### config.mk
export PLATFORM = sky130hd
export DESIGN_NAME = mrc_rx_ctrl
export DESIGN_NICKNAME = d
export VERILOG_FILES = /design/src/hw/mrc_rx_ctrl.v /design/src/hw/mrc_len_check.v
export VERILOG_INCLUDE_DIRS = /design/src /design/src/hw
export SDC_FILE = /design/constraint.sdc
export NUM_CORES = 1
export LEC_CHECK = 0
export ABC_AREA = 1
export BUFFER_PORTS_ARGS = -buffer_cell sky130_fd_sc_hd__buf_2
export CORE_UTILIZATION = 60
export DETAILED_ROUTE_END_ITERATION = 7
export PLACE_DENSITY = 0.84
export SLEW_MARGIN = 10
export SYNTH_ARGS = -nofsm -noshare
export SYNTH_HDL_FRONTEND = slang
export SYNTH_SLANG_ARGS = --single-unit
export TNS_END_PERCENT = 100
### constraint.sdc
create_clock -name core_clk -period 6.2 [get_ports core_clk]
set_input_delay 0.62 -clock core_clk [delete_from_list [all_inputs] [get_ports core_clk]]
set_output_delay 0.62 -clock core_clk [all_outputs]
set_load 0.02 [all_outputs]
### src/hw/mrc_defs.vh
// Purpose: Constants for the receive control block
// Assumes: 32-bit Avalon-MM word registers, byte addressed
// Notes: Included by both design files
`ifndef MRC_DEFS_VH
`define MRC_DEFS_VH
`define MRC_CTRL_OFS 12'h104
`define MRC_IRQ_STAT_OFS 12'h110
`define MRC_IRQ_MASK_OFS 12'h114
`define MRC_BIT_RXON 0
`define MRC_BIT_RXOFF 1
`define MRC_BIT_VLAN 2
`define MRC_BIT_STRIP 4
`define MRC_BIT_TRUNC 5
`define MRC_MAX_LSB 16
`define MRC_MAX_MSB 29
`define MRC_CTRL_WMASK 32'h3fff0035
`define MRC_MAX_RST 14'h05ee
`define MRC_TRUNC_RST 1'b1
`define MRC_WDOG_BYTES 14'h2c00
`define MRC_WDOG_CUT 14'h2c01
`define MRC_VLAN_ADD1 14'h0004
`define MRC_VLAN_ADD2 14'h0008
`define MRC_FCS_BYTES 14'h0004
`define MRC_ST_LONG 14
`define MRC_ST_WDOG 15
`define MRC_ST_ABORT 16
`define MRC_IRQ_RXOFF 0
`define MRC_IRQ_ABORT 1
`define MRC_IRQ_W 2
`endif

### src/hw/mrc_rx_ctrl.v
// Purpose: Receive control of an Ethernet MAC: enable, size limit, cut, strip
// Assumes: PHY side byte stream on core_clk; status word to fifo_controller
// Notes: Registers reached over Avalon-MM, one wait state on every access
//
// How it works
// - Maximum size field 29:16 limits frames; reset value 1518.
// - Watchdog cuts and aborts any frame longer than 11264 bytes.
// - Select bit 0: cut at allowed size plus one, at most 11265; long flag set.
// - Select bit 1, reset value: cut at 11265, long and watchdog flags.
// - Strip bit 4 removes the last four bytes; resets to zero.
// - Enforcement bit 2 clear: abort every frame over maximum size.
// - Enforcement set: allow maximum, plus four, plus eight by tag count.
// - Frames accepted only while enable bit 0 is set; resets zero.
// - Enable cleared mid frame: finish frame, then disable and flag.
// - Disabled flag bit 1 set at shutdown end; write one clears.
`default_nettype none
`include "mrc_defs.vh"
module mrc_rx_ctrl (
  // Clock and reset
  input wire core_clk,
  input wire srst,
  // Avalon-MM slave
  input wire [11:0] avs_address,
  input wire avs_read,
  input wire avs_write,
  input wire [31:0] avs_writedata,
  input wire [3:0] avs_byteenable,
  output reg [31:0] avs_readdata,
  output wire avs_waitrequest,
  // PHY receive bytes, from another clock region
  input wire phy_rx_dv,
  input wire [7:0] phy_rx_data,
  input wire [1:0] phy_vlan_tags,
  // Frame path to fifo_controller
  output reg out_valid,
  output reg [7:0] out_data,
  output reg out_last,
  output reg stat_valid,
  output reg [31:0] rx_status_word_a,
  // Interrupt
  output wire irq
);
  ////////////////////////////////////////////////////////////////////////
  // Pin synchronisers; stage one is read only by stage two
  reg dv_s1_reg;
  reg dv_s2_reg;
  reg [7:0] dat_s1_reg;
  reg [7:0] dat_s2_reg;
  reg [1:0] tag_s1_reg;
  reg [1:0] tag_s2_reg;
  always @(posedge core_clk) begin
    if (srst) begin
      dv_s1_reg <= 1'b0;
      dv_s2_reg <= 1'b0;
      dat_s1_reg <= 8'h00;
      dat_s2_reg <= 8'h00;
      tag_s1_reg <= 2'h0;
      tag_s2_reg <= 2'h0;
    end else begin
      dv_s1_reg <= phy_rx_dv;
      dv_s2_reg <= dv_s1_reg;
      dat_s1_reg <= phy_rx_data;
      dat_s2_reg <= dat_s1_reg;
      tag_s1_reg <= phy_vlan_tags;
      tag_s2_reg <= tag_s1_reg;
    end
  end
  ////////////////////////////////////////////////////////////////////////
  // Control and interrupt registers
  reg [13:0] max_reg;
  reg trunc_reg;
  reg strip_reg;
  reg vlan_reg;
  reg rxon_reg;
  reg rxoff_reg;
  reg [`MRC_IRQ_W-1:0] istat_reg;
  reg [`MRC_IRQ_W-1:0] imask_reg;
  reg ack_reg;
  wire req = (avs_read || avs_write) && !ack_reg;
  wire wr_hit = avs_write && ack_reg;
  wire ctrl_sel = avs_address == `MRC_CTRL_OFS;
  wire ist_sel = avs_address == `MRC_IRQ_STAT_OFS;
  wire imk_sel = avs_address == `MRC_IRQ_MASK_OFS;
  wire [31:0] be_mask = {{8{avs_byteenable[3]}}, {8{avs_byteenable[2]}},
                         {8{avs_byteenable[1]}}, {8{avs_byteenable[0]}}};
  wire [31:0] wmask = avs_writedata & be_mask;
  wire [31:0] ctrl_mask = be_mask & `MRC_CTRL_WMASK;
  wire shut_done;
  wire abort_evt;
  // One wait state: waitrequest high in the first cycle of a request
  assign avs_waitrequest = req;
  always @(posedge core_clk) begin
    if (srst) begin
      ack_reg <= 1'b0;
    end else begin
      ack_reg <= req;
    end
  end
  // Settings writes; is left to software, nothing blocks them
  always @(posedge core_clk) begin
    if (srst) begin
      max_reg <= `MRC_MAX_RST;
      trunc_reg <= `MRC_TRUNC_RST;
      strip_reg <= 1'b0;
      vlan_reg <= 1'b0;
      rxon_reg <= 1'b0;
      imask_reg <= {`MRC_IRQ_W{1'b0}};
    end else if (wr_hit && ctrl_sel) begin
      if (ctrl_mask[`MRC_MAX_LSB]) begin
        max_reg[7:0] <= avs_writedata[23:16];
      end
      if (ctrl_mask[24]) begin
        max_reg[13:8] <= avs_writedata[`MRC_MAX_MSB:24];
      end
      if (ctrl_mask[0]) begin
        trunc_reg <= avs_writedata[`MRC_BIT_TRUNC];
        strip_reg <= avs_writedata[`MRC_BIT_STRIP];
        vlan_reg <= avs_writedata[`MRC_BIT_VLAN];
        rxon_reg <= avs_writedata[`MRC_BIT_RXON];
      end
    end else if (wr_hit && imk_sel && avs_byteenable[0]) begin
      imask_reg <= avs_writedata[`MRC_IRQ_W-1:0];
    end
  end
  // Sticky flags; a set in the clearing cycle wins
  always @(posedge core_clk) begin
    if (srst) begin
      rxoff_reg <= 1'b0;
      istat_reg <= {`MRC_IRQ_W{1'b0}};
    end else begin
      if (shut_done) begin
        rxoff_reg <= 1'b1;
      end else if (wr_hit && ctrl_sel && wmask[`MRC_BIT_RXOFF]) begin
        rxoff_reg <= 1'b0;
      end
      istat_reg <= (istat_reg &
        ~((wr_hit && ist_sel) ? wmask[`MRC_IRQ_W-1:0] : {`MRC_IRQ_W{1'b0}}))
        | {abort_evt, shut_done};
    end
  end
  assign irq = |(istat_reg & imask_reg);
  // Read data registered at the answering edge; unmapped reads zero
  always @(posedge core_clk) begin
    if (srst) begin
      avs_readdata <= 32'h00000000;
    end else if (avs_read && !ack_reg) begin
      if (ctrl_sel) begin
        avs_readdata <= {2'b00, max_reg, 10'h000, trunc_reg, strip_reg,
                         1'b0, vlan_reg, rxoff_reg, rxon_reg};
      end else if (ist_sel) begin
        avs_readdata <= {30'h0, istat_reg};
      end else if (imk_sel) begin
        avs_readdata <= {30'h0, imask_reg};
      end else begin
        avs_readdata <= 32'h00000000;
      end
    end
  end
  ////////////////////////////////////////////////////////////////////////
  // Receiver state: off, idle, in frame, dropping rest of a cut frame
  localparam [3:0] ST_OFF = 4'b0001;
  localparam [3:0] ST_IDLE = 4'b0010;
  localparam [3:0] ST_FRAME = 4'b0100;
  localparam [3:0] ST_DROP = 4'b1000;
  reg [3:0] st_reg;
  reg [3:0] st_next;
  reg [13:0] cnt_reg;
  reg [1:0] tags_reg;
  reg long_reg;
  reg wdog_reg;
  reg [31:0] hold_reg; // Last four bytes held back for stripping
  reg [2:0] held_reg;
  reg dv_d_reg;
  wire [13:0] limit;
  wire [13:0] cut_len;
  wire over;
  wire cut;
  wire [13:0] cnt_inc = cnt_reg + 14'd1;
  mrc_len_check u_len (
    .max_size(max_reg),
    .vlan_enforce(vlan_reg),
    .trunc_sel(trunc_reg),
    .byte_cnt(cnt_inc),
    .vlan_tags(tags_reg),
    .limit(limit),
    .cut_len(cut_len),
    .over(over),
    .cut(cut)
  );
  wire sof = dv_s2_reg && !dv_d_reg;
  wire byte_in = dv_s2_reg && (st_reg == ST_FRAME);
  wire eof = (st_reg == ST_FRAME) && !dv_s2_reg;
  wire cut_now = byte_in && cut;
  wire frame_end = eof || cut_now;
  // Shutdown completes at idle, or right after the frame in progress
  assign shut_done = !rxon_reg &&
    ((st_reg == ST_IDLE) || ((st_reg == ST_DROP) && !dv_s2_reg) ||
     (frame_end && 1'b1));
  assign abort_evt = frame_end && (long_reg || (byte_in && over));
  always @* begin
    st_next = st_reg;
    case (st_reg)
      ST_OFF: begin
        if (rxon_reg && !dv_s2_reg) begin
          st_next = ST_IDLE;
        end
      end
      ST_IDLE: begin
        if (!rxon_reg) begin
          st_next = ST_OFF;
        end else if (sof) begin
          st_next = ST_FRAME;
        end
      end
      ST_FRAME: begin
        if (cut_now) begin
          st_next = rxon_reg ? ST_DROP : ST_OFF;
        end else if (eof) begin
          st_next = rxon_reg ? ST_IDLE : ST_OFF;
        end
      end
      ST_DROP: begin
        if (!dv_s2_reg) begin
          st_next = rxon_reg ? ST_IDLE : ST_OFF;
        end
      end
      default: begin
        st_next = ST_OFF;
      end
    endcase
  end
  // Frame counting, flags and output stream
  always @(posedge core_clk) begin
    if (srst) begin
      st_reg <= ST_OFF;
      dv_d_reg <= 1'b0;
      cnt_reg <= 14'h0000;
      tags_reg <= 2'h0;
      long_reg <= 1'b0;
      wdog_reg <= 1'b0;
      hold_reg <= 32'h00000000;
      held_reg <= 3'h0;
      out_valid <= 1'b0;
      out_data <= 8'h00;
      out_last <= 1'b0;
      stat_valid <= 1'b0;
      rx_status_word_a <= 32'h00000000;
    end else begin
      st_reg <= st_next;
      dv_d_reg <= dv_s2_reg;
      out_valid <= 1'b0;
      out_last <= 1'b0;
      stat_valid <= 1'b0;
      if (st_reg == ST_IDLE && sof && rxon_reg) begin
        cnt_reg <= 14'h0000;
        tags_reg <= tag_s2_reg;
        long_reg <= 1'b0;
        wdog_reg <= 1'b0;
        held_reg <= 3'h0;
      end
      if (byte_in) begin
        cnt_reg <= cnt_inc;
        tags_reg <= tag_s2_reg;
        if (over) begin
          long_reg <= 1'b1;
        end
        hold_reg <= {hold_reg[23:0], dat_s2_reg};
        // With stripping, a byte leaves only once four newer ones exist
        if (!strip_reg) begin
          out_valid <= 1'b1;
          out_data <= dat_s2_reg;
          out_last <= cut_now;
        end else if (held_reg == 3'd4) begin
          out_valid <= 1'b1;
          out_data <= hold_reg[31:24];
        end else begin
          held_reg <= held_reg + 3'd1;
        end
      end
      // Status word: length, long, watchdog, abort
      if (frame_end) begin
        stat_valid <= 1'b1;
        rx_status_word_a <= 32'h00000000;
        rx_status_word_a[13:0] <= cut_now ? cut_len :
          (strip_reg && cnt_reg >= `MRC_FCS_BYTES) ?
          cnt_reg - `MRC_FCS_BYTES : cnt_reg;
        rx_status_word_a[`MRC_ST_LONG] <= long_reg || (byte_in && over);
        rx_status_word_a[`MRC_ST_WDOG] <= cut_now && trunc_reg;
        rx_status_word_a[`MRC_ST_ABORT] <= abort_evt;
        if (frame_end) begin
          out_last <= 1'b1; // Marks every frame end, stripped or cut
        end
      end
    end
  end
endmodule // mrc_rx_ctrl
`default_nettype wire

### src/hw/mrc_len_check.v
// Purpose: Frame length limit and cut point for one received frame
// Assumes: Byte count and tag count come from the frame path
// Notes: Pure combinational; no state
`default_nettype none
`include "mrc_defs.vh"
module mrc_len_check (
  // Settings
  input wire [13:0] max_size,
  input wire vlan_enforce,
  input wire trunc_sel,
  // Frame state
  input wire [13:0] byte_cnt,
  input wire [1:0] vlan_tags,
  // Results
  output reg [13:0] limit,
  output reg [13:0] cut_len,
  output wire over,
  output wire cut
);
  ////////////////////////////////////////////////////////////////////////
  // Allowance grows with tag count only when enforcement is on
  reg [14:0] sum_ext;
  always @* begin
    sum_ext = {1'b0, max_size};
    if (vlan_enforce && vlan_tags == 2'd1) begin
      sum_ext = {1'b0, max_size} + {1'b0, `MRC_VLAN_ADD1};
    end else if (vlan_enforce && vlan_tags >= 2'd2) begin
      sum_ext = {1'b0, max_size} + {1'b0, `MRC_VLAN_ADD2};
    end
    // Saturate, so a large maximum never wraps to a tiny limit
    limit = sum_ext[14] ? 14'h3fff : sum_ext[13:0];
  end
  // Cut point: the watchdog length when selected or when it comes first, else limit plus one
  always @* begin
    if (trunc_sel || (limit >= `MRC_WDOG_BYTES)) begin
      cut_len = `MRC_WDOG_CUT;
    end else begin
      cut_len = limit + 14'd1;
    end
  end
  // Over is judged on the count including the byte now arriving; limit includes the tag allowance
  assign over = (byte_cnt > limit) || (byte_cnt > `MRC_WDOG_BYTES);
  assign cut = (byte_cnt >= cut_len) || (byte_cnt >= `MRC_WDOG_CUT);
endmodule // mrc_len_check
`default_nettype wire

Word level (Yosys, flattened, before mapping):

Index checks and enable logic that the tools add are counted.

* register bits: 163
* output and inout bits: 77
* input port bits: 63
* logic and storage cells: 148

* bitwise operators: 7
* $add $sub $neg: 6
* reduce and logical (&&, ||, !) cells: 45
* eq/ne operators: 14
* multiplexer cells: 40
* $lt $le $gt $ge: 7

Operator list (number)
* $mux 14: 6
* $eq 12x9->1 const B: 3
* $mux 15: 2
* $mux 30: 1
* $add 14x1->14 const B: 2
* $ge 14x14->1 const B: 2
* $mux 4: 7
* $logic_and 1x1->1: 23
* $mux 8: 2
* $pmux 4 s4: 1
* $add 14x3->15 const B: 1
* $add 14x4->15 const B: 1
* $ge 14x14->1: 1
* $ge 14x3->1 const B: 1
* $gt 14x14->1: 1
* $gt 14x14->1 const B: 1
* $sub 14x3->14 const B: 1
* $mux 2: 6
* $mux 3: 4
* $mux 1: 11
* $reduce_and 2->1: 5
* $logic_or 1x1->1: 8
* $and 2x2->2: 3
* $ne 3x3->1 const B: 2
* 17 further kinds: 24

Longest topological paths before layout:

* depth in word-level cells: 15
* gate-level depth with buffers: 28
* mapped depth without buffers: 27

Modules after synthesis:

From an unflattened synthesis, not the netlist that was laid out.

* cells, all modules: 1218
* area total of the unflattened synthesis: 8579.5 um2

By module, submodules not included
* mrc_rx_ctrl: times used 1, area each 6535.0 um2, cells each 896
* mrc_len_check: times used 1, area each 2044.5 um2, cells each 322

Least setup slack after synthesis:

OpenSTA, ideal clock, no wires.

* path type: register -> register
* start point: reg max_reg[2]
* end point: reg rx_status_word_a[14]
* arrival time: 3277 ps
* setup slack: 2803 ps
* cell stages (with the launch flop): 28
* library setup time: 120 ps
* period minus slack after synthesis: 3397 ps
* data required time: 6080 ps
* cells stage by stage: dfxtp_1 ha_1 inv_1 nor2_1 nand2_4 nand2_8 nand2_8 buf_8 nand2_1 ha_1 nand3_2 nor2_4 nand2_2 nand2_1 nand2_1 nor2_2 inv_1 ha_1 nand2_1 o21ai_0 a21oi_1 nand3_1 nand2_2 nand3_4 nand2_2 inv_2 nand2_1 o21ai_1

* longest elaborated chain between the ends: 11
* elaborated cells between the ends (all ways): 17
* classes of those cells: 3 x add/sub; 3 x order compare; 4 x mux; 7 x reduce/logical

Ends and longest elaborated chain
* from (decl): RTL line mrc_rx_ctrl.v:70 `reg [13:0] max_reg;`
* from (signal assigned): RTL line mrc_rx_ctrl.v:102 `` max_reg <= `MRC_MAX_RST; ``
* from (signal assigned): RTL line mrc_rx_ctrl.v:110 `max_reg[7:0] <= avs_writedata[23:16];`
* $add 14x4->15: RTL line mrc_len_check.v:28 `` sum_ext = {1'b0, max_size} + {1'b0, `MRC_VLAN_ADD2}; ``
* $mux 15: RTL line mrc_len_check.v:27 `end else if (vlan_enforce && vlan_tags >= 2'd2) begin`
* $mux 15 *: RTL line mrc_len_check.v:25 `if (vlan_enforce && vlan_tags == 2'd1) begin`
* $mux 14 *: RTL line mrc_len_check.v:31 `limit = sum_ext[14] ? 14'h3fff : sum_ext[13:0];`
* $ge 14x14->1 (no line)
* $logic_or 1x1->1: RTL line mrc_len_check.v:35 `` if (trunc_sel || (limit >= `MRC_WDOG_BYTES)) begin ``
* $mux 14: RTL line mrc_len_check.v:35
* $ge 14x14->1: RTL line mrc_len_check.v:43 `` assign cut = (byte_cnt >= cut_len) || (byte_cnt >= `MRC_WDOG_CUT); ``
* $logic_or 1x1->1: RTL line mrc_len_check.v:43
* $logic_and 1x1->1: RTL line mrc_rx_ctrl.v:193 `wire cut_now = byte_in && cut;`
* $logic_or 1x1->1: RTL line mrc_rx_ctrl.v:194 `wire frame_end = eof || cut_now;`
* to (signal, indexed assignment): RTL line mrc_rx_ctrl.v:287 `` rx_status_word_a[`MRC_ST_LONG] <= long_reg || (byte_in && over); ``
* to (signal, indexed assignment): RTL line mrc_rx_ctrl.v:288 `` rx_status_word_a[`MRC_ST_WDOG] <= cut_now && trunc_reg; ``
* to (signal, indexed assignment): RTL line mrc_rx_ctrl.v:289 `` rx_status_word_a[`MRC_ST_ABORT] <= abort_evt; ``
* to (decl): RTL line mrc_rx_ctrl.v:39 `output reg [31:0] rx_status_word_a,`

Every way passes the cells marked *; elsewhere a longest branch is shown, timed or not.
A chain may end at the register's enable or synchronous reset.

Worst setup path in the final report:

* start point: reg max_reg[2]
* end point: reg rx_status_word_a[0]

* longest elaborated chain between the ends: 11
* elaborated cells between the ends (all ways): 14
* classes of those cells: 3 x add/sub; 2 x order compare; 5 x mux; 4 x reduce/logical

Ends and longest elaborated chain
* $add 14x4->15: RTL line mrc_len_check.v:28
* $mux 15: RTL line mrc_len_check.v:27
* $mux 15 *: RTL line mrc_len_check.v:25
* $mux 14 *: RTL line mrc_len_check.v:31
* $ge 14x14->1 (no line)
* $logic_or 1x1->1: RTL line mrc_len_check.v:35
* $mux 14 *: RTL line mrc_len_check.v:35
* $ge 14x14->1: RTL line mrc_len_check.v:43
* $logic_or 1x1->1: RTL line mrc_len_check.v:43
* $logic_and 1x1->1: RTL line mrc_rx_ctrl.v:193
* $mux 14 / $logic_or 1x1->1 (equally long branches): RTL line mrc_rx_ctrl.v:284, mrc_rx_ctrl.v:194
* to (signal assigned): RTL line mrc_rx_ctrl.v:284 `rx_status_word_a[13:0] <= cut_now ? cut_len :`
* to (signal, indexed assignment): RTL line mrc_rx_ctrl.v:287
* to (signal, indexed assignment): RTL line mrc_rx_ctrl.v:288

Marks and branches as above.

==> key figures <==
Clock tree
  – Clk pin slew, worst setup/hold paths: 0.07 ns
  – H-tree levels: 4
  – CTS tree: built
  – Clk_lat worst skew: 0.44 ns
  – CTS buffer count: 17
  – CTS Buffer Depth: 2
  – CTS root buffer: clkbuf_16
  – Hold buffers post-CTS: 0
  – Post CTS Setup Buffer Count: 0
  – Sink Count: 150
  – Cts repair resizes: 0

Worst setup path
  – Critical Path Sink Type: flop
  – Startpoint type of the worst setup path: flop
  – Crit path from: max_reg[2]
  – CP Data Required Time: 6.52 ns
  – Critical path type: reg -> reg
  – CP arrival: 4.53 ns
  – Crit-path most repeated cell: nand2_1
  – CP max-delay cell: dfxtp_1
  – CP max FO: 20
  – Crit-path max cell delay: 0.47 ns
  – Reg2Reg Launch Point: max_reg[2]

Global routing
  – Pin count of the biggest net entering global routing: 63
  – Vias in the first global route: 7,315
  – GRT overflow: 0
  – Overall global routing resource usage: 30.1%
  – First-pass GRT wire length: 34.6 mm
  – Initial antenna violation count: 0

Hold path
  – Hold Startpoint: phy_rx_data[6]
  – Worst min-delay path category: in -> reg

Logic synthesis
  – Mapped Avg Cell Area: 6.81 um^2
  – Sequential area share after synthesis: 35.7%
  – Yosys warns: 0
  – Post-Syn Area: 8420 um^2
  – FFs w/ async S/R, synth: 0%
  – Post-synth top flop: dfxtp_1
  – Cell count after synthesis: 1,236
  – EDFF count, synth: 0
  – Synthesized flop and latch total: 150
  – Post-synth cell types: 42

Floorplanning
  – Core area: 13,500 um^2
  – I/O pin count: 140
  – Num rows: 42
  – Die area: 14,500 um^2
  – Die Width: 120 um
  – Die height: 120 um
  – Initial Utilization: 62.6%

Timing
  – Final period util: 67.9%
  – Setup TNS: 0 ns
  – Unrepaired setup endpoints after global routing: false
  – Max_slew headroom: 20.3%
  – Achievable Freq: 238 MHz
  – Final Hold Fails: 0
  – Setup Viol. Count Final: 0
  – Setup Skew: 0.00688 ns
  – Worst Tran Pin Value: 1.19 ns
  – Fin. max-slew vios: 0
  – Min cycle time layout: 4.21 ns

Routing
  – Drt pass-1 iters: 5
  – DR WL/cell: 14.1 um
  – Routed vias: 8,085
  – Routed WL: 21.2 mm
  – Antenna-violating nets left: 0
  – Starting DRT DRC Count: 670
  – Routed vias/inst: 5.38
  – Remaining routing DRC violations: 0

Finish
  – Fin cells: 1,502
  – Nets: 1,414
  – Share of cells above drive strength 1: 14.6%
  – Layout overhead on the synthesized area: 13.1%
  – Final instance area: 9530 um^2
  – Max reg flops: 32
  – Antenna fix cells: 0

Power
  – Worst vdd ir: 0.000243 V
  – PwrDens: 239 nW/um^2
  – Leakage: 0.00484 uW

Place
  – Cell area after placement: 8870 um^2
  – DP Cell Count: 1,470
  – GP Congestion: 0.946
  – HPWL Detailed: 14.8 mm
  – Port Buf Inserts: 97

Outcome
  – Status: finished, final reports clean

Job
  – Max-cap violations: 0
## where the power goes
group / switching (uW) / leakage [uW] / internal, uW / total (uW)
clock network: 482 / 0.000322 / 662 / 1140
registers: 12.3 / 0.00122 / 986 / 998
logic: 91.2 / 0.00330 / 43.7 / 135
## worst max-delay path: cells and delay by family (launching register included)
kind                       cells  cell delay (ns)
DFF                            1             0.47
and+or+nand+nor               18             2.30
AOI/OAI and AO/OA              3             0.38
buffers and inverters          3             0.44
adders and majority gates      2             0.48
## placed cells by master (no fill, tap or decap), drive strengths merged, types with 15 or more instances in the layout
master / count
nand2: 275
nor2: 183
inv: 164
dfxtp: 150
o21ai: 114
buf: 101
a21oi: 92
nand3: 82
ha: 38
conb: 28
nand4: 17
clkbuf: 17
xor2: 15
## synthesized netlist by cell type, types with 6 or more instances
library cell    n  area, um^2
nand3_2        10         100
nor2_1        167         627
o211ai_1        8        60.1
buf_2           6        30.0
inv_2           6        22.5
nor2_2          9        56.3
nand2_2         9        56.3
dfxtp_1       150        3000
a21oi_1        91         455
nand2_1       260         976
clkbuf_1       30         113
ha_1           38         475
o21ai_1         6        30.0
nor2_4          7        78.8
buf_4          30         225
inv_1         148         556
o21ai_0       107         536
nor3_1         13        65.1
nand3_1        68         340
nand4_1        17         106
xor2_1         15         131
## cell type report
class | instances | area (um^2)
fillers | 1132 | 3930
clock buffers | 17 | 425
multi-input cells | 885 | 4530
well taps | 176 | 220
flip-flops and latches | 150 | 3000
repair buffers | 101 | 515
inverters | 158 | 598
clock inverters | 15 | 233
## kinds of logic after synthesis
kind of cell / count (synthesis) / share of synthesized area [%]
compound gates: 224 / 14.0
xor+xnor: 15 / 1.56
fa+ha+maj: 38 / 5.64
buf+inv: 228 / 11.9
flops: 150 / 35.7
other cells: 1 / 0.0445
simple gates: 580 / 31.2
## final timing paths
path                         end  slack, ns  cells past startpoint
max          rx_status_word_a[0]       1.99                     26
min                dat_s1_reg[6]       0.38                      3
max reg2reg  rx_status_word_a[0]       1.99                     26
min reg2reg            dv_s2_reg       0.40                      2
## stage by stage
step | total power [uW] | setup slack (ns) | hold slack, ns | util (%)
6_report | 2280 | 1.99 | 0.382 | 70.8
2_1_floorplan | 1120 | 2.80 | 0.388 | -
4_1_cts | 2280 | 2.06 | 0.382 | 70.8
3_3_place_gp | 1150 | 2.15 | 0.389 | 65.9
5_1_grt | 2350 | 1.60 | 0.384 | 70.8
3_5_place_dp | 1150 | 2.08 | 0.398 | 65.9
## per-layer routing
metal  global-route usage, %  routed length (um)  part of all wire, %  vias up
li1                        -                   -                    -     4070
met1                    39.3                9180                   43     3594
met2                    47.6                9570                   45      373
met3                    6.56                1750                  8.2       48
met4                    13.4                 678                  3.2        0
met5                       0                   0                    0        -
Note: power is estimated with default switching activity, not from simulation.
